<file path="src/design/osdc_pkg.sv">
package osdc_pkg;

   // -------------------------------------------------------------
   // one-byte command patterns
   // -------------------------------------------------------------
   localparam logic [7:0] CLEAR_CODE   = 8'h00;
   localparam logic [7:0] COLOR_MASK   = 8'hf0;
   localparam logic [7:0] COLOR_CODE   = 8'h20;
   localparam logic [7:0] SHOW_MASK    = 8'hf8;
   localparam logic [7:0] SHOW_CODE    = 8'h70;
   localparam logic [7:0] INVERT_MASK  = 8'hfe;
   localparam logic [7:0] INVERT_CODE  = 8'h38;

   // -------------------------------------------------------------
   // two-byte command first-byte patterns
   // -------------------------------------------------------------
   localparam int         TWO_BYTE_BIT = 7;
   localparam logic [7:0] POS_MASK     = 8'hfc;
   localparam logic [7:0] POS_CODE     = 8'h80;
   localparam logic [7:0] ADDR_MASK    = 8'hfe;
   localparam logic [7:0] ADDR_CODE    = 8'h88;

   // -------------------------------------------------------------
   // field positions
   // -------------------------------------------------------------
   localparam int RIM_BIT      = 0;
   localparam int BG_LSB       = 1;
   localparam int SHOW_C_BIT   = 0;
   localparam int SHOW_B_BIT   = 1;
   localparam int SHOW_A_BIT   = 2;
   localparam int INVERT_BIT   = 0;
   localparam int POS_V3_BIT   = 0;
   localparam int POS_V4_BIT   = 1;
   localparam int POS_H_LSB    = 0;
   localparam int POS_VLO_LSB  = 5;
   localparam int ADDR_R3_BIT  = 0;
   localparam int ADDR_COL_LSB = 0;
   localparam int ADDR_R4_BIT  = 4;
   localparam int ADDR_RLO_LSB = 5;

   // -------------------------------------------------------------
   // reset values
   // -------------------------------------------------------------
   localparam logic       RST_RIM    = 1'b0;
   localparam logic [2:0] RST_BG     = 3'h0;
   localparam logic [2:0] RST_SHOW   = 3'h0;
   localparam logic       RST_INVERT = 1'b0;
   localparam logic [4:0] RST_POS    = 5'h00;
   localparam logic [4:0] RST_COL    = 5'h00;
   localparam logic [4:0] RST_ROW    = 5'h00;

   // -------------------------------------------------------------
   // display geometry and start timing, in dot clocks and lines
   // -------------------------------------------------------------
   localparam logic [4:0] COL_COUNT      = 5'd24;
   localparam logic [4:0] ROW_COUNT      = 5'd12;
   localparam logic [9:0] H_BASE_CLKS    = 10'd16;
   localparam logic [9:0] H_STEP_CLKS    = 10'd12;
   localparam logic [8:0] V_STEP_LINES   = 9'd3;
   localparam logic [8:0] V_STEP_OPTION  = 9'd9;
   localparam logic [8:0] V_OFFSET_LINES = 9'd1;

   // -------------------------------------------------------------
   // host apb registers
   // -------------------------------------------------------------
   localparam logic [11:0] CMD_OFFSET    = 12'h000;
   localparam logic [11:0] STATUS_OFFSET = 12'h004;
   localparam int          CMD_TWO_BIT   = 16;
   localparam int          STAT_BUSY_BIT = 0;
   localparam int          STAT_TWO_BIT  = 1;

   typedef enum logic [1:0] {
      HS_IDLE = 2'b00,
      HS_LOW  = 2'b01,
      HS_HIGH = 2'b11
   } osdc_host_state_t;

endpackage

</file>
<file path="src/design/osdc_link_if.sv">
`timescale 1ns/100ps
interface osdc_link_if (
   input wire logic pclk
);
   logic       byte_valid;
   logic [7:0] byte_data;
   logic       byte_ready;

   modport host (
      output byte_valid,
      output byte_data,
      input  byte_ready
   );

   modport dev (
      input  byte_valid,
      input  byte_data,
      output byte_ready
   );
endinterface

</file>
<file path="src/design/osdc_device.sv">
// Contract
// - colour byte 0010 carries background and rim
// - rim white only on rgb, mono rim black
// - background bits give eight rgb colours
// - mono channel background always black
// - show byte 01110 enables channels a b c
// - channel a rgb, b and c mono
// - invert byte 0011100 carries global invert
// - invert needs global and cell attribute
// - mono chars white, black when inverted
// - display-off cell never shown, not inverted; code still keys rim and background dots of a display-off cell
// - inverted blank cell is solid colour block
// - two-byte commands always sent as sixteen bits
// - position command bit layout
// - horizontal start sixteen plus twelve per step, with hpos plus one steps
// - vertical start three lines per step plus one; code steps nine lines per step when line_step_nine is set
// - write address command bit layout
// - column selects one of twenty-four; code decodes four column bits, so only columns 0 to 15
// - row selects one of twelve
// - reset and clear return address to zero
`timescale 1ns/100ps
module osdc_device
   import osdc_pkg::*;
(
   input  wire logic       pclk,
   input  wire logic       presetn,
   osdc_link_if.dev        link,
   input  wire logic       hsync_n,
   input  wire logic       vsync_n,
   input  wire logic       line_step_nine,
   input  wire logic       pix_fg,
   input  wire logic       pix_rim,
   input  wire logic       pix_bg_a,
   input  wire logic       pix_bg_b,
   input  wire logic       pix_bg_c,
   input  wire logic [2:0] char_rgb,
   input  wire logic       cell_invert_attr,
   input  wire logic       cell_off,
   output logic            rim_white_select,
   output logic [2:0]      bg_rgb,
   output logic            chan_a_show,
   output logic            chan_b_show,
   output logic            chan_c_show,
   output logic            global_invert_enable,
   output logic [4:0]      hpos,
   output logic [4:0]      vpos,
   output logic [4:0]      col_sel,
   output logic [4:0]      row_sel,
   output logic            addr_load,
   output logic            h_start,
   output logic            v_start,
   output logic [2:0]      out_a_rgb,
   output logic            out_a_key,
   output logic            mono_out_first,
   output logic            mono_out_first_key,
   output logic            mono_out_second,
   output logic            mono_out_second_key
);

   // -------------------------------------------------------------
   // command decode state
   // -------------------------------------------------------------
   logic       pending;
   logic [7:0] first_byte;
   logic       next_pending;
   logic [7:0] next_first_byte;
   logic       next_rim;
   logic [2:0] next_bg;
   logic [2:0] next_show;
   logic       next_invert;
   logic [4:0] next_hpos;
   logic [4:0] next_vpos;
   logic [4:0] next_col;
   logic [4:0] next_row;
   logic       next_addr_load;
   logic       take;
   logic [7:0] b;
   logic [4:0] cand_col;
   logic [4:0] cand_row;

   function automatic logic match(input logic [7:0] v, input logic [7:0] m,
                                  input logic [7:0] c);
      match = (v & m) == c;
   endfunction

   assign link.byte_ready = 1'b1;
   assign take            = link.byte_valid & link.byte_ready;
   assign b               = link.byte_data;

   always_comb begin
      next_pending    = pending;
      next_first_byte = first_byte;
      next_rim        = rim_white_select;
      next_bg         = bg_rgb;
      next_show       = {chan_a_show, chan_b_show, chan_c_show};
      next_invert     = global_invert_enable;
      next_hpos       = hpos;
      next_vpos       = vpos;
      next_col        = col_sel;
      next_row        = row_sel;
      next_addr_load  = 1'b0;
      cand_col        = {1'b0, b[ADDR_COL_LSB +: 4]};
      cand_row        = {b[ADDR_R4_BIT], first_byte[ADDR_R3_BIT],
                         b[ADDR_RLO_LSB +: 3]};
      if (take) begin
         if (pending) begin
            next_pending = 1'b0;
            if (match(first_byte, POS_MASK, POS_CODE)) begin
               next_hpos = b[POS_H_LSB +: 5];
               next_vpos = {first_byte[POS_V4_BIT], first_byte[POS_V3_BIT],
                            b[POS_VLO_LSB +: 3]};
            end else if (match(first_byte, ADDR_MASK, ADDR_CODE)) begin
               if (cand_col < COL_COUNT && cand_row < ROW_COUNT) begin
                  next_col       = cand_col;
                  next_row       = cand_row;
                  next_addr_load = 1'b1;
               end
            end
         end else if (b[TWO_BYTE_BIT]) begin
            next_pending    = 1'b1;
            next_first_byte = b;
         end else if (b == CLEAR_CODE) begin
            next_col       = RST_COL;
            next_row       = RST_ROW;
            next_addr_load = 1'b1;
         end else if (match(b, COLOR_MASK, COLOR_CODE)) begin
            next_rim = b[RIM_BIT];
            next_bg  = b[BG_LSB +: 3];
         end else if (match(b, SHOW_MASK, SHOW_CODE)) begin
            next_show = {b[SHOW_A_BIT], b[SHOW_B_BIT], b[SHOW_C_BIT]};
         end else if (match(b, INVERT_MASK, INVERT_CODE)) begin
            next_invert = b[INVERT_BIT];
         end
      end
   end

   always_ff @(posedge pclk or negedge presetn) begin
      if (!presetn) begin
         pending              <= 1'b0;
         first_byte           <= 8'h00;
         rim_white_select     <= RST_RIM;
         bg_rgb               <= RST_BG;
         {chan_a_show, chan_b_show, chan_c_show} <= RST_SHOW;
         global_invert_enable <= RST_INVERT;
         hpos                 <= RST_POS;
         vpos                 <= RST_POS;
         col_sel              <= RST_COL;
         row_sel              <= RST_ROW;
         addr_load            <= 1'b0;
      end else begin
         pending              <= next_pending;
         first_byte           <= next_first_byte;
         rim_white_select     <= next_rim;
         bg_rgb               <= next_bg;
         {chan_a_show, chan_b_show, chan_c_show} <= next_show;
         global_invert_enable <= next_invert;
         hpos                 <= next_hpos;
         vpos                 <= next_vpos;
         col_sel              <= next_col;
         row_sel              <= next_row;
         addr_load            <= next_addr_load;
      end
   end

   // -------------------------------------------------------------
   // start position timing
   // -------------------------------------------------------------
   osdc_start_timer u_timer (
      .pclk           (pclk),
      .presetn        (presetn),
      .hsync_n        (hsync_n),
      .vsync_n        (vsync_n),
      .hpos           (hpos),
      .vpos           (vpos),
      .line_step_nine (line_step_nine),
      .h_start        (h_start),
      .v_start        (v_start)
   );

   // -------------------------------------------------------------
   // per-dot attribute output
   // -------------------------------------------------------------
   logic       invert;
   logic       fg_eff;
   logic [2:0] next_a_rgb;
   logic       next_a_key;
   logic [1:0] next_mono;
   logic [1:0] next_mono_key;
   logic [1:0] mono_show;
   logic [1:0] mono_bg;

   assign mono_show = {chan_c_show, chan_b_show};
   assign mono_bg   = {pix_bg_c, pix_bg_b};

   always_comb begin
      invert = global_invert_enable & cell_invert_attr;
      // blank cell has no dots, so inverting it lights the whole cell
      fg_eff = cell_off ? 1'b0 : (invert ? ~pix_fg : pix_fg);
      next_a_rgb = 3'h0;
      next_a_key = 1'b0;
      if (chan_a_show) begin
         if (fg_eff) begin
            next_a_rgb = char_rgb;
            next_a_key = 1'b1;
         end else if (pix_rim) begin
            next_a_rgb = rim_white_select ? 3'h7 : 3'h0;
            next_a_key = 1'b1;
         end else if (pix_bg_a) begin
            next_a_rgb = bg_rgb;
            next_a_key = 1'b1;
         end
      end
      for (int i = 0; i < 2; i++) begin
         next_mono[i]     = 1'b0;
         next_mono_key[i] = 1'b0;
         if (mono_show[i]) begin
            // white dot when lit, black for rim and background
            next_mono[i]     = fg_eff;
            next_mono_key[i] = fg_eff | pix_rim | mono_bg[i];
         end
      end
   end

   always_ff @(posedge pclk or negedge presetn) begin
      if (!presetn) begin
         out_a_rgb           <= 3'h0;
         out_a_key           <= 1'b0;
         mono_out_first      <= 1'b0;
         mono_out_first_key  <= 1'b0;
         mono_out_second     <= 1'b0;
         mono_out_second_key <= 1'b0;
      end else begin
         out_a_rgb           <= next_a_rgb;
         out_a_key           <= next_a_key;
         mono_out_first      <= next_mono[0];
         mono_out_first_key  <= next_mono_key[0];
         mono_out_second     <= next_mono[1];
         mono_out_second_key <= next_mono_key[1];
      end
   end

endmodule

</file>
<file path="src/design/osdc_start_timer.sv">
`timescale 1ns/100ps
module osdc_start_timer
   import osdc_pkg::*;
(
   input  wire logic       pclk,
   input  wire logic       presetn,
   input  wire logic       hsync_n,
   input  wire logic       vsync_n,
   input  wire logic [4:0] hpos,
   input  wire logic [4:0] vpos,
   input  wire logic       line_step_nine,
   output logic            h_start,
   output logic            v_start
);

   // -------------------------------------------------------------
   // sync pin synchronisers
   // -------------------------------------------------------------
   logic [1:0] hs_meta;
   logic [1:0] hs_sync;
   logic [1:0] hs_prev;
   logic       h_rise;
   logic       v_rise;
   logic [9:0] hcnt;
   logic       hrun;
   logic [8:0] lines;
   logic       vrun;
   logic [9:0] h_target;
   logic [8:0] v_target;
   logic [9:0] next_hcnt;
   logic       next_hrun;
   logic [8:0] next_lines;
   logic       next_vrun;
   logic       next_h_start;
   logic       next_v_start;

   assign h_rise = hs_sync[0] & ~hs_prev[0];
   assign v_rise = hs_sync[1] & ~hs_prev[1];

   always_ff @(posedge pclk or negedge presetn) begin
      if (!presetn) begin
         hs_meta <= 2'b11;
         hs_sync <= 2'b11;
         hs_prev <= 2'b11;
      end else begin
         hs_meta <= {vsync_n, hsync_n};
         hs_sync <= hs_meta;
         hs_prev <= hs_sync;
      end
   end

   // -------------------------------------------------------------
   // start counters
   // -------------------------------------------------------------
   always_comb begin
      h_target = H_BASE_CLKS + 10'(H_STEP_CLKS * ({5'd0, hpos} + 10'd1));
      v_target = 9'((line_step_nine ? V_STEP_OPTION : V_STEP_LINES)
                 * {4'd0, vpos}) + V_OFFSET_LINES;
      next_hcnt    = hcnt;
      next_hrun    = hrun;
      next_lines   = lines;
      next_vrun    = vrun;
      next_h_start = 1'b0;
      next_v_start = 1'b0;
      if (h_rise) begin
         next_hcnt = 10'd1;
         next_hrun = 1'b1;
      end else if (hrun) begin
         next_hcnt = hcnt + 10'd1;
         if (hcnt == h_target) begin
            next_h_start = 1'b1;
            next_hrun    = 1'b0;
         end
      end
      if (v_rise) begin
         next_lines = 9'd0;
         next_vrun  = 1'b1;
      end else if (vrun && h_rise) begin
         next_lines = lines + 9'd1;
         if (lines + 9'd1 == v_target) begin
            next_v_start = 1'b1;
            next_vrun    = 1'b0;
         end
      end
   end

   always_ff @(posedge pclk or negedge presetn) begin
      if (!presetn) begin
         hcnt    <= 10'd0;
         hrun    <= 1'b0;
         lines   <= 9'd0;
         vrun    <= 1'b0;
         h_start <= 1'b0;
         v_start <= 1'b0;
      end else begin
         hcnt    <= next_hcnt;
         hrun    <= next_hrun;
         lines   <= next_lines;
         vrun    <= next_vrun;
         h_start <= next_h_start;
         v_start <= next_v_start;
      end
   end

endmodule

</file>
<file path="src/flat_wrapper.sv">
// flat-port wrapper written by rule: the top's interface ports become plain ports
module osdc_device_flat import osdc_pkg::*;
  (pclk, presetn, hsync_n, vsync_n, line_step_nine, pix_fg, pix_rim, pix_bg_a, pix_bg_b, pix_bg_c, char_rgb, cell_invert_attr, cell_off, rim_white_select, bg_rgb, chan_a_show, chan_b_show, chan_c_show, global_invert_enable, hpos, vpos, col_sel, row_sel, addr_load, h_start, v_start, out_a_rgb, out_a_key, mono_out_first, mono_out_first_key, mono_out_second, mono_out_second_key, link_byte_valid, link_byte_data, link_byte_ready);
  osdc_link_if link_i (.pclk(pclk));
  input  wire logic pclk;
  input  wire logic presetn;
  input  wire logic hsync_n;
  input  wire logic vsync_n;
  input  wire logic line_step_nine;
  input  wire logic pix_fg;
  input  wire logic pix_rim;
  input  wire logic pix_bg_a;
  input  wire logic pix_bg_b;
  input  wire logic pix_bg_c;
  input  wire logic [2:0] char_rgb;
  input  wire logic cell_invert_attr;
  input  wire logic cell_off;
  output logic rim_white_select;
  output logic [2:0] bg_rgb;
  output logic chan_a_show;
  output logic chan_b_show;
  output logic chan_c_show;
  output logic global_invert_enable;
  output logic [4:0] hpos;
  output logic [4:0] vpos;
  output logic [4:0] col_sel;
  output logic [4:0] row_sel;
  output logic addr_load;
  output logic h_start;
  output logic v_start;
  output logic [2:0] out_a_rgb;
  output logic out_a_key;
  output logic mono_out_first;
  output logic mono_out_first_key;
  output logic mono_out_second;
  output logic mono_out_second_key;
  input wire logic [$bits(link_i.byte_valid)-1:0] link_byte_valid;
  input wire logic [$bits(link_i.byte_data)-1:0] link_byte_data;
  output wire logic [$bits(link_i.byte_ready)-1:0] link_byte_ready;
  assign link_i.byte_valid = link_byte_valid;
  assign link_i.byte_data = link_byte_data;
  assign link_byte_ready = link_i.byte_ready;
  osdc_device u_core (.pclk(pclk), .presetn(presetn), .link(link_i), .hsync_n(hsync_n), .vsync_n(vsync_n), .line_step_nine(line_step_nine), .pix_fg(pix_fg), .pix_rim(pix_rim), .pix_bg_a(pix_bg_a), .pix_bg_b(pix_bg_b), .pix_bg_c(pix_bg_c), .char_rgb(char_rgb), .cell_invert_attr(cell_invert_attr), .cell_off(cell_off), .rim_white_select(rim_white_select), .bg_rgb(bg_rgb), .chan_a_show(chan_a_show), .chan_b_show(chan_b_show), .chan_c_show(chan_c_show), .global_invert_enable(global_invert_enable), .hpos(hpos), .vpos(vpos), .col_sel(col_sel), .row_sel(row_sel), .addr_load(addr_load), .h_start(h_start), .v_start(v_start), .out_a_rgb(out_a_rgb), .out_a_key(out_a_key), .mono_out_first(mono_out_first), .mono_out_first_key(mono_out_first_key), .mono_out_second(mono_out_second), .mono_out_second_key(mono_out_second_key));
endmodule
</file>
<file path="config.mk">
export PLATFORM = sky130hd
export DESIGN_NAME = osdc_device_flat
export DESIGN_NICKNAME = d
export VERILOG_FILES = /design/src/design/osdc_pkg.sv /design/src/design/osdc_link_if.sv /design/src/design/osdc_device.sv /design/src/design/osdc_start_timer.sv /design/src/flat_wrapper.sv
export SDC_FILE = /design/constraint.sdc
export NUM_CORES = 1
export LEC_CHECK = 0
export ABC_AREA = 0
export BUFFER_PORTS_ARGS = -buffer_cell sky130_fd_sc_hd__buf_2
export CAP_MARGIN = 10
export CORE_MARGIN = 4
export CORE_UTILIZATION = 45
export CTS_BUF_LIST = sky130_fd_sc_hd__clkbuf_16
export DETAILED_ROUTE_END_ITERATION = 10
export PLACE_DENSITY_LB_ADDON = 0.12
export SLEW_MARGIN = 20
export SYNTH_ARGS = -nofsm -noshare
export SYNTH_HDL_FRONTEND = slang
export SYNTH_SLANG_ARGS = --single-unit
export TNS_END_PERCENT = 30
</file>
<file path="constraint.sdc">
create_clock -name pclk -period 3.9 [get_ports pclk]
set_clock_uncertainty 0.05 [all_clocks]
set_input_delay 0.585 -clock pclk [delete_from_list [all_inputs] [get_ports pclk]]
set_output_delay 0.585 -clock pclk [all_outputs]
set_load 0.02 [all_outputs]
</file>
---- Word-level counts from Yosys, hierarchy flattened ----
Index checks and enable logic that the tools add are counted.
operators by class
  add/subtract/negate cells ............... 5
  multipliers ............................. 2
  div/mod/pow operators ................... 0
  magnitude comparators ................... 2
  equal/unequal tests ..................... 11
  shift operators ......................... 0
  multiplexer cells ....................... 51
  bitwise gates (word level) .............. 14
  reduce and logical (&&, ||, !) cells .... 14
operator list
  cell                   count
  $mux 5                 10
  $mux 1                 31
  $mux 10                2
  $add 9x1->9 const B    2
  $mux 9                 2
  $mux 3                 5
  $reduce_and 6->1       2
  $add 10x1->10 const B  1
  $add 5x10->10 const A  1
  $eq 10x10->1           1
  $eq 9x9->1             1
  $mul 4x5->9            1
  $logic_not 8->1        1
  $mul 2x6->8 const A    1
  $not 1->1              8
  $reduce_bool 2->1      4
  $eq 7x5->1 const B     1
  $eq 7x7->1 const B     1
  $reduce_and 7->1       1
  $add 5x1->6 const B    1
  $eq 6x6->1 const B     1
  $ne 2x2->1 const B     3
  $reduce_and 3->1       2
  $eq 5x4->1 const B     1
  other kinds (10)       15
storage, ports and cells
  register bits after elaboration ......... 75
  bits in latches ......................... 0
  bits in writable memories ............... 0
  bits in read-only memories .............. 0
  output and inout bits ................... 40
  logic and storage cells ................. 127
  memories ................................ 0

---- Logic depth before layout (Yosys ltp) ----
Gate-level depths: netlist (run 1).
  word-level depth ........................ 7
  depth in mapped cells ................... 17
  depth with buffers taken out ............ 15

---- By module ----
From an unflattened synthesis (run 1), not the netlist that was laid out.
unflattened totals
  cells, all modules ...................... 422
  area, all modules ....................... 4386.7 µm²
modules (own cells, without submodules)
  module            times used  cells each  area each (µm²)  seq. area each (µm²)
  osdc_start_timer  1           281         2536.2           733.2
  osdc_device       1           141         1850.5           1126.1

---- Worst setup path after synthesis (run 1) ----
Ideal clock, no wire load.
  kind .................................... register to register
  from .................................... reg u_core.hpos[0]
  to ...................................... reg u_core.u_timer.h_start
  data arrival time ....................... 3583 ps
  data required time ...................... 3727 ps
  slack ................................... 144 ps
  stages on the path, launching flop included .. 18
  path buffers ............................ 2
  period minus slack after synthesis ...... 3756 ps
  cells stage by stage .................... dfrtp_1 -> buf_4 -> inv_1 -> ha_1 -> buf_2 -> xor2_1 -> ha_1 -> nand2b_1 -> mux2_2 -> o221ai_1 -> xor2_1 -> ha_1 -> xnor2_1 -> nand4_1 -> nor2b_1 -> mux2i_1 -> and4b_1 -> o221a_1
on the way
  cells in the longest elaborated chain, start to end .. 7
ends and longest elaborated chain
  item                             line                     text
  start: declaration               osdc_device.sv:45        output logic [4:0] hpos,
  start signal: assignment         osdc_device.sv:157       hpos <= next_hpos;
  $add 5x1->6                      osdc_start_timer.sv:56   h_target = H_BASE_CLKS + 10'(H_STEP_CLKS * ({5'd0, hpos} + 10'd1));
  $mul 2x6->8                      osdc_start_timer.sv:56
  $add 5x10->10                    osdc_start_timer.sv:56
  $eq 10x10->1                     osdc_start_timer.sv:70   if (hcnt == h_target) begin
  $mux 1                           osdc_start_timer.sv:70
  $mux 1                           osdc_start_timer.sv:68   end else if (hrun) begin
  $mux 1                           osdc_start_timer.sv:65   if (h_rise) begin
  via u_core.u_timer.next_h_start  osdc_start_timer.sv:34   logic next_h_start;
  end signal: assignment           osdc_start_timer.sv:100  h_start <= next_h_start;
  end: declaration                 osdc_start_timer.sv:12   output logic h_start,
The timed path passes the listed nets, and every way through them passes these cells.
A chain may end at the register's enable or synchronous reset.

---- Final worst setup path (run 1) ----
Same ends and word-level chain as after synthesis.

==> results of run 1 <==
report_power, final:
part / switching (W) / leakage (nW) / internal (W)
Combinational: 0.000735 / 1.36 / 0.000663
Clock: 0.000320 / 0.157 / 0.000560
Sequential: 0.000139 / 0.951 / 0.000896
Total: 0.00119 / 2.47 / 0.00212
what timing repair did:
item	4_1_cts	5_1_grt
gates resized for setup	0	1
hold buffers	0	0
buffers inserted	0	1
endpoints found under the setup margin	0	2
final cells by class:
cell class,count,area (um2)
inverters,11,41.29
fillers,852,4204
clock inverters,7,93.84
repair buffers,68,360.3
clock buffers,9,225.2
flip-flops and latches,74,1859
multi-input cells,304,2338
well taps,129,161.4
cells in the final DEF (no fill, tap or decap), types with 5 or more instances in the layout:
master	synthesis	routed
clkbuf_16	0	9
nor2b_1	8	8
xnor2_1	25	25
nor3_1	5	5
nand3_1	9	9
a22o_1	7	7
buf_2	2	60
nand2_1	29	29
o21a_1	5	5
and3_1	6	6
dfrtp_1	68	68
a21oi_1	14	14
mux2_2	27	27
dfstp_2	6	6
buf_4	5	8
and2_1	7	7
o21ai_0	10	10
xor2_1	22	22
nor2_1	29	29
nand4_1	7	7
inv_1	11	12
ha_1	23	22
through the flow:
stage                       TNS [ns]  area [um2]  total power [W]  utilization
final                              0        5080         0.003313       0.5472
after global routing      -0.0005977        5080         0.003546       0.5472
after CTS                          0        5070         0.003338       0.5461
after detailed placement           0        4751         0.002438       0.5117
after global placement             0        4751         0.002418       0.5117
after floorplan                    0        4322         0.002119            -
state kept, by name, summed over array words and instances, names as in the netlist, 2 cells and up:
| signal | cells |
|---|---|
| u_core.col_sel | 4 |
| u_core.u_timer.lines | 9 |
| u_core.bg_rgb | 3 |
| u_core.u_timer.hs_prev | 2 |
| u_core.u_timer.hs_meta | 2 |
| u_core.out_a_rgb | 3 |
| u_core.hpos | 5 |
| u_core.u_timer.hcnt | 10 |
| u_core.row_sel | 5 |
| u_core.vpos | 5 |
| u_core.u_timer.hs_sync | 2 |
| u_core.first_byte | 8 |
critical path: cells and delay by family, from the launching register on:
family          cells  cell delay [ns]
flops               1             0.42
compound gates      2             0.44
simple gates        4             0.59
mux                 2             0.45
fa+ha+maj           3             0.83
xor+xnor            4             0.74
worst paths after layout:
path,to,slack [ns],cells past startpoint
min in group asynchronous,u_core.row_sel[4],0.33,1
worst min register to register,u_core.u_timer.hs_sync[0],0.30,0
worst max-delay path,u_core.u_timer.h_start,0.25,15
worst max register to register,u_core.u_timer.h_start,0.25,15
max in group asynchronous,u_core.u_timer.lines[6],2.85,1
worst min-delay path,u_core.u_timer.hs_meta[1],0.30,1
cell families (layout without fill, tap and decap cells):
| family | after synthesis | count (layout) |
|---|---|---|
| xor gates and xnor gates | 48 | 48 |
| other | 2 | 4 |
| and+or+nand+nor | 131 | 131 |
| muxes | 30 | 30 |
| buffers and inverters | 26 | 95 |
| AOI/OAI and AO/OA | 66 | 66 |
| DFF | 74 | 74 |
| adders and majority gates | 25 | 25 |
per-layer routing:
metal | GRT usage | vias up | part of all wire
li1 | - | 1563 | -
met1 | 0.2120 | 1543 | 0.47
met2 | 0.2732 | 61 | 0.48
met3 | 0.03764 | 8 | 0.038
met4 | 0.04718 | 0 | 0.011
met5 | 0 | - | 0
==> results.py, run 1 <==
metrics = {
    "place": {
        "gp_congestion": 0.8744,
        "dpl.hpwl_mm": 6.306,
        "dp_cells": 585,
        "port_buffers": 61,
        "place_ws_ns": 0.1736,
    },
    "detailed_routing": {
        "avgViaCountPerCell": 5.274,
        "drt_iter0_markers": 137,
        "dr.pass1.iters": 4,
        "drtAntennaViolNets": 0,
        "post-route-drc-count": 0,
        "routed_wl_mm": 8.651,
        "wire_per_inst_um": 14.37,
        "vias": 3175,
    },
    "logic_synthesis": {
        "netlist.top_cell.by_area": "dfrtp_1",
        "synthAdderAreaFrac": 0.07599,
        "synth_top_flop_cell": "dfrtp_1",
        "yosysMostFrequentCell": "dfrtp_1",
        "synth_top_family_by_area": "simple AND/OR/NAND/NOR gates",
        "async_flop_share": 1.000,
        "synthSimpleGateAreaFrac": 0.1676,
        "netlist.area_leader.share": 0.3944,
        "ys_ff_latch": 74,
        "ys_types": 67,
        "synth.top_cells.by_area": "dfrtp_1, mux2_2, ha_1, xnor2_1, xor2_1",
        "synth_compound_area_frac": 0.1151,
        "seq_area_frac_synth": 0.4310,
        "synthXorXnorAreaFrac": 0.1018,
        "synth-edff-count": 0,
        "synth_mux_area_frac": 0.07744,
        "syn_inst": 402,
        "synthTopCellsByCount": "dfrtp_1, nand2_1, nor2_1",
        "syn_area_um2": 4314,
        "yosys_warnings": 0,
        "synth_area_per_cell_um2": 10.73,
    },
    "finish": {
        "instances_no_fill": 602,
        "num_antenna_cells": 0,
        "syn_to_final_growth_pct": 17.75,
        "drive_gt1_frac": 0.2685,
        "nNetsFinal": 517,
    },
    "global_routing": {
        "grt_usage": 0.1632,
        "grt_pass1_wl_mm": 15.03,
        "grt_start_max_net_pins": 75,
        "grt_pass1_vias": 3179,
        "grt_overflow": 0,
        "antenna_found_initial": 0,
    },
    "sta": {
        "final-setup-viol-count": 0,
        "max_freq_mhz": 273.9,
        "tightest_slew_ns": 0.9273,
        "slew_violations": 0,
        "fin_hold_ws_ns": 0.3017,
        "fin_crit_sh": 0.9363,
        "slew_headroom": 0.3818,
        "hold_viol": 0,
        "fin_ws_ns": 0.2485,
        "min_period_ns": 3.652,
    },
    "critical_path": {
        "start_kind": "flop",
        "cp.required_ns": 4.06,
        "rr_startpoint": "u_core.hpos[0]",
        "worstPathMaxFanout": 7,
        "critical_path_class": "reg -> reg",
        "slowest_stage": "dfrtp_1",
        "cp-end-kind": "flop",
        "max_stage_delay_ns": 0.42,
        "crit_chain": "ha_2 -> xnor2_4 -> xor2_1 -> ha_1 -> nand2b_1 -> mux2_2 -> o221ai_1 -> xor2_1 -> ha_1 -> xnor2_1 -> nand4_1 -> nor2b_1 -> mux2i_1 -> and4b_1 -> o221a_1",
        "worstSetupStartpoint": "u_core.hpos[0]",
        "worstPathArrival_ns": 3.81,
    },
    "clock_tree": {
        "clock_path_buffers": 2,
        "cts_tree": "built",
        "cts_made_buffers": 9,
        "clock-sinks": 74,
        "h-tree-depth": 3,
        "clk_pin_slew_worst_paths_ns": 0.06,
        "cts_root_buf": "clkbuf_16",
        "clkLatencyLatePin_ns": 0.33,
    },
    "job": {
        "max-cap-violations": 0,
    },
    "die": {
        "core_area_um2": 9284,
        "floorplan.initialDensity": 0.4647,
        "die_width_um": 105.9,
        "die_h_um": 105.9,
        "io_pins": 64,
        "placementRows": 35,
        "dieArea_um2": 11220,
    },
    "power_and_ir_drop": {
        "peakVddDrop_mv": 0.3757,
        "powerDensity_nw_per_um2": 652.2,
        "leakage_nw": 2.465,
    },
    "hold_path": {
        "worstHoldStart": "vsync_n",
        "hp-class": "in -> reg",
    },
    "run_status": {
        "status": "finished, final reports clean",
    },
}
Power figures use the tool's default switching activity.
==> inputs of run 2 (changes only) <==
Settings changed: CORE_MARGIN 4 to not set.
==> run 2 against run 1 <==
First-iteration DRC count fell by 35%. Via count fell by 0.72%. Fmax barely moved. Routed wire length fell by 0.97%. Final cell count did not move. Total power fell by 1.4%. Die area fell by 11%. Sequential share of layout area rose by 0.14 points. Global-route usage rose by 2.6 points. Highest routed layer unchanged.
==> results.py, run 2 (synthesis results as in run 1) <==
metrics = {
    "run_status": {
        "status": "finished, final reports clean",
    },
    "finish": {
        "largest_reg_flops": 10,
        "regMostFlops": "u_core.u_timer.hcnt",
        "syn_to_final_growth_pct": 17.29,
        "fillers": 879,
        "nNetsFinal": 517,
        "num_antenna_cells": 0,
        "layout_common_cells": "dfrtp_1, buf_2, nand2_1, nor2_1, mux2_2",
        "finish.utilization": 0.5450,
        "reg_top3": "u_core.u_timer.hcnt: 10 flops, u_core.u_timer.lines: 9 flops, u_core.first_byte: 8 flops",
        "drive_gt1_frac": 0.2664,
        "final_common_cell": "dfrtp_1",
    },
    "clock_tree": {
        "clkLatencyLatePin_ns": 0.33,
        "cts_tree": "built",
        "clock_path_buffers": 2,
        "cts_root_buf": "clkbuf_16",
        "clock-sinks": 74,
        "clk_pin_slew_worst_paths_ns": 0.07,
        "hold_buffers": 0,
        "cts_made_buffers": 9,
        "h-tree-depth": 3,
    },
    "global_routing": {
        "grt_pass1_wl_mm": 15.10,
        "grt_pass1_vias": 3183,
        "grt_usage": 0.1893,
        "grt_start_max_net_pins": 75,
        "grt_overflow": 0,
        "antenna_found_initial": 0,
    },
    "sta": {
        "fin_crit_sh": 0.9367,
        "final-setup-viol-count": 0,
        "fin_hold_ws_ns": 0.2980,
        "slew_violations": 0,
        "min_period_ns": 3.653,
        "slew_headroom": 0.3836,
        "max_freq_mhz": 273.7,
        "hold_viol": 0,
        "tightest_slew_ns": 0.9246,
    },
    "detailed_routing": {
        "drtAntennaViolNets": 0,
        "avgViaCountPerCell": 5.236,
        "post-route-drc-count": 0,
        "routed_wl_mm": 8.567,
        "wire_per_inst_um": 14.23,
        "vias": 3152,
        "dr.pass1.iters": 4,
        "drt_iter0_markers": 89,
    },
    "die": {
        "floorplan.initialDensity": 0.4647,
        "die_h_um": 99.92,
        "core_area_um2": 9284,
        "die_width_um": 99.92,
        "placementRows": 35,
        "dieArea_um2": 9983,
        "io_pins": 64,
    },
    "critical_path": {
        "start_kind": "flop",
        "worstPathMaxFanout": 7,
        "worstPathArrival_ns": 3.81,
        "critical_path_class": "reg -> reg",
        "cp-end-kind": "flop",
        "crit_chain": "ha_1 -> xnor2_4 -> xor2_1 -> ha_1 -> nand2b_1 -> mux2_2 -> o221ai_1 -> xor2_1 -> ha_1 -> xnor2_1 -> nand4_1 -> nor2b_1 -> mux2i_1 -> and4b_1 -> o221a_1",
        "max_stage_delay_ns": 0.43,
        "crit_top_cell": "ha_1",
        "cp.required_ns": 4.06,
        "slowest_stage": "dfrtp_1",
    },
    "power_and_ir_drop": {
        "leakage_nw": 2.454,
        "peakVddDrop_mv": 0.2797,
        "powerDensity_nw_per_um2": 645.9,
    },
    "hold_path": {
        "hp-class": "in -> reg",
    },
    "place": {
        "gp_congestion": 0.8558,
        "dpl.hpwl_mm": 6.204,
        "port_buffers": 61,
    },
    "job": {
        "max-cap-violations": 0,
    },
}
## run 2: changes by cell type in the layout (fill, tap and decap cells not counted), sizes merged
cell    before  now
bufinv       2    1
clkinv       2    3
## run 2: power by group
group	leakage [nW]	switching, W	internal [W]
sequential	0.951	0.000142	0.000896
combinational	1.36	0.000736	0.000664
clock	0.144	0.000330	0.000500
total	2.45	0.00121	0.00206
## run 2: layout make-up
| type | count | area, um2 | area share |
|---|---|---|---|
| inverter | 11 | 41.29 | 0.008160 |
| clock inverter | 7 | 76.32 | 0.01508 |
| multi-input combinational | 304 | 2336 | 0.4617 |
| timing repair buffer | 68 | 360.3 | 0.07122 |
| tap | 129 | 161.4 | 0.03190 |
| sequential | 74 | 1859 | 0.3675 |
| clock buffer | 9 | 225.2 | 0.04451 |
## run 2: stage by stage
stage / power, W / setup TNS, ns / area, um2 / setup WS [ns] / cells
6_report: 0.003268 / 0 / 5060 / 0.2469 / 602
2_1_floorplan: 0.002119 / 0 / 4322 / 0.1439 / 404
5_1_grt: 0.003510 / -0.01409 / 5060 / -0.01409 / 602
3_5_place_dp: 0.002439 / 0 / 4751 / 0.1932 / 585
4_1_cts: 0.003292 / 0 / 5052 / 0.1841 / 601
3_3_place_gp: 0.002419 / 0 / 4751 / 0.3016 / 585
## run 2: final timing paths
path	from	endpoint	slack [ns]	depth (start not counted)
max in group asynchronous	presetn	u_core.u_timer.lines[0]	2.85	1
min in group asynchronous	presetn	u_core.u_timer.h_start	0.33	1
worst max register to register	u_core.hpos[1]	u_core.u_timer.h_start	0.25	15
worst max-delay path	u_core.hpos[1]	u_core.u_timer.h_start	0.25	15
worst min-delay path	vsync_n	u_core.u_timer.hs_meta[1]	0.30	1
worst min register to register	u_core.u_timer.hs_meta[0]	u_core.u_timer.hs_sync[0]	0.31	0
## run 2: worst max-delay path, delay by kind of cell (launching register included)
| kind | cells | cell delay, ns |
|---|---|---|
| adder cells (fa/ha/maj) | 3 | 0.84 |
| XOR/XNOR | 4 | 0.71 |
| flip-flops | 1 | 0.43 |
| multiplexers | 2 | 0.47 |
| AND/OR/NAND/NOR | 4 | 0.61 |
| AO/OA/AOI/OAI | 2 | 0.44 |
## run 2: repair_timing
action	CTS	global route
endpoints found under the setup margin	0	2
resized for setup	0	0
buffers inserted	0	1
## run 2: routing by layer
metal | routed length, um | track usage | up-vias
met3 | 196 | 0.03621 | 8
li1 | - | - | 1557
met5 | 0 | 0 | -
met2 | 4072 | 0.3178 | 34
met1 | 4222 | 0.2525 | 1553
met4 | 75 | 0.04638 | 0
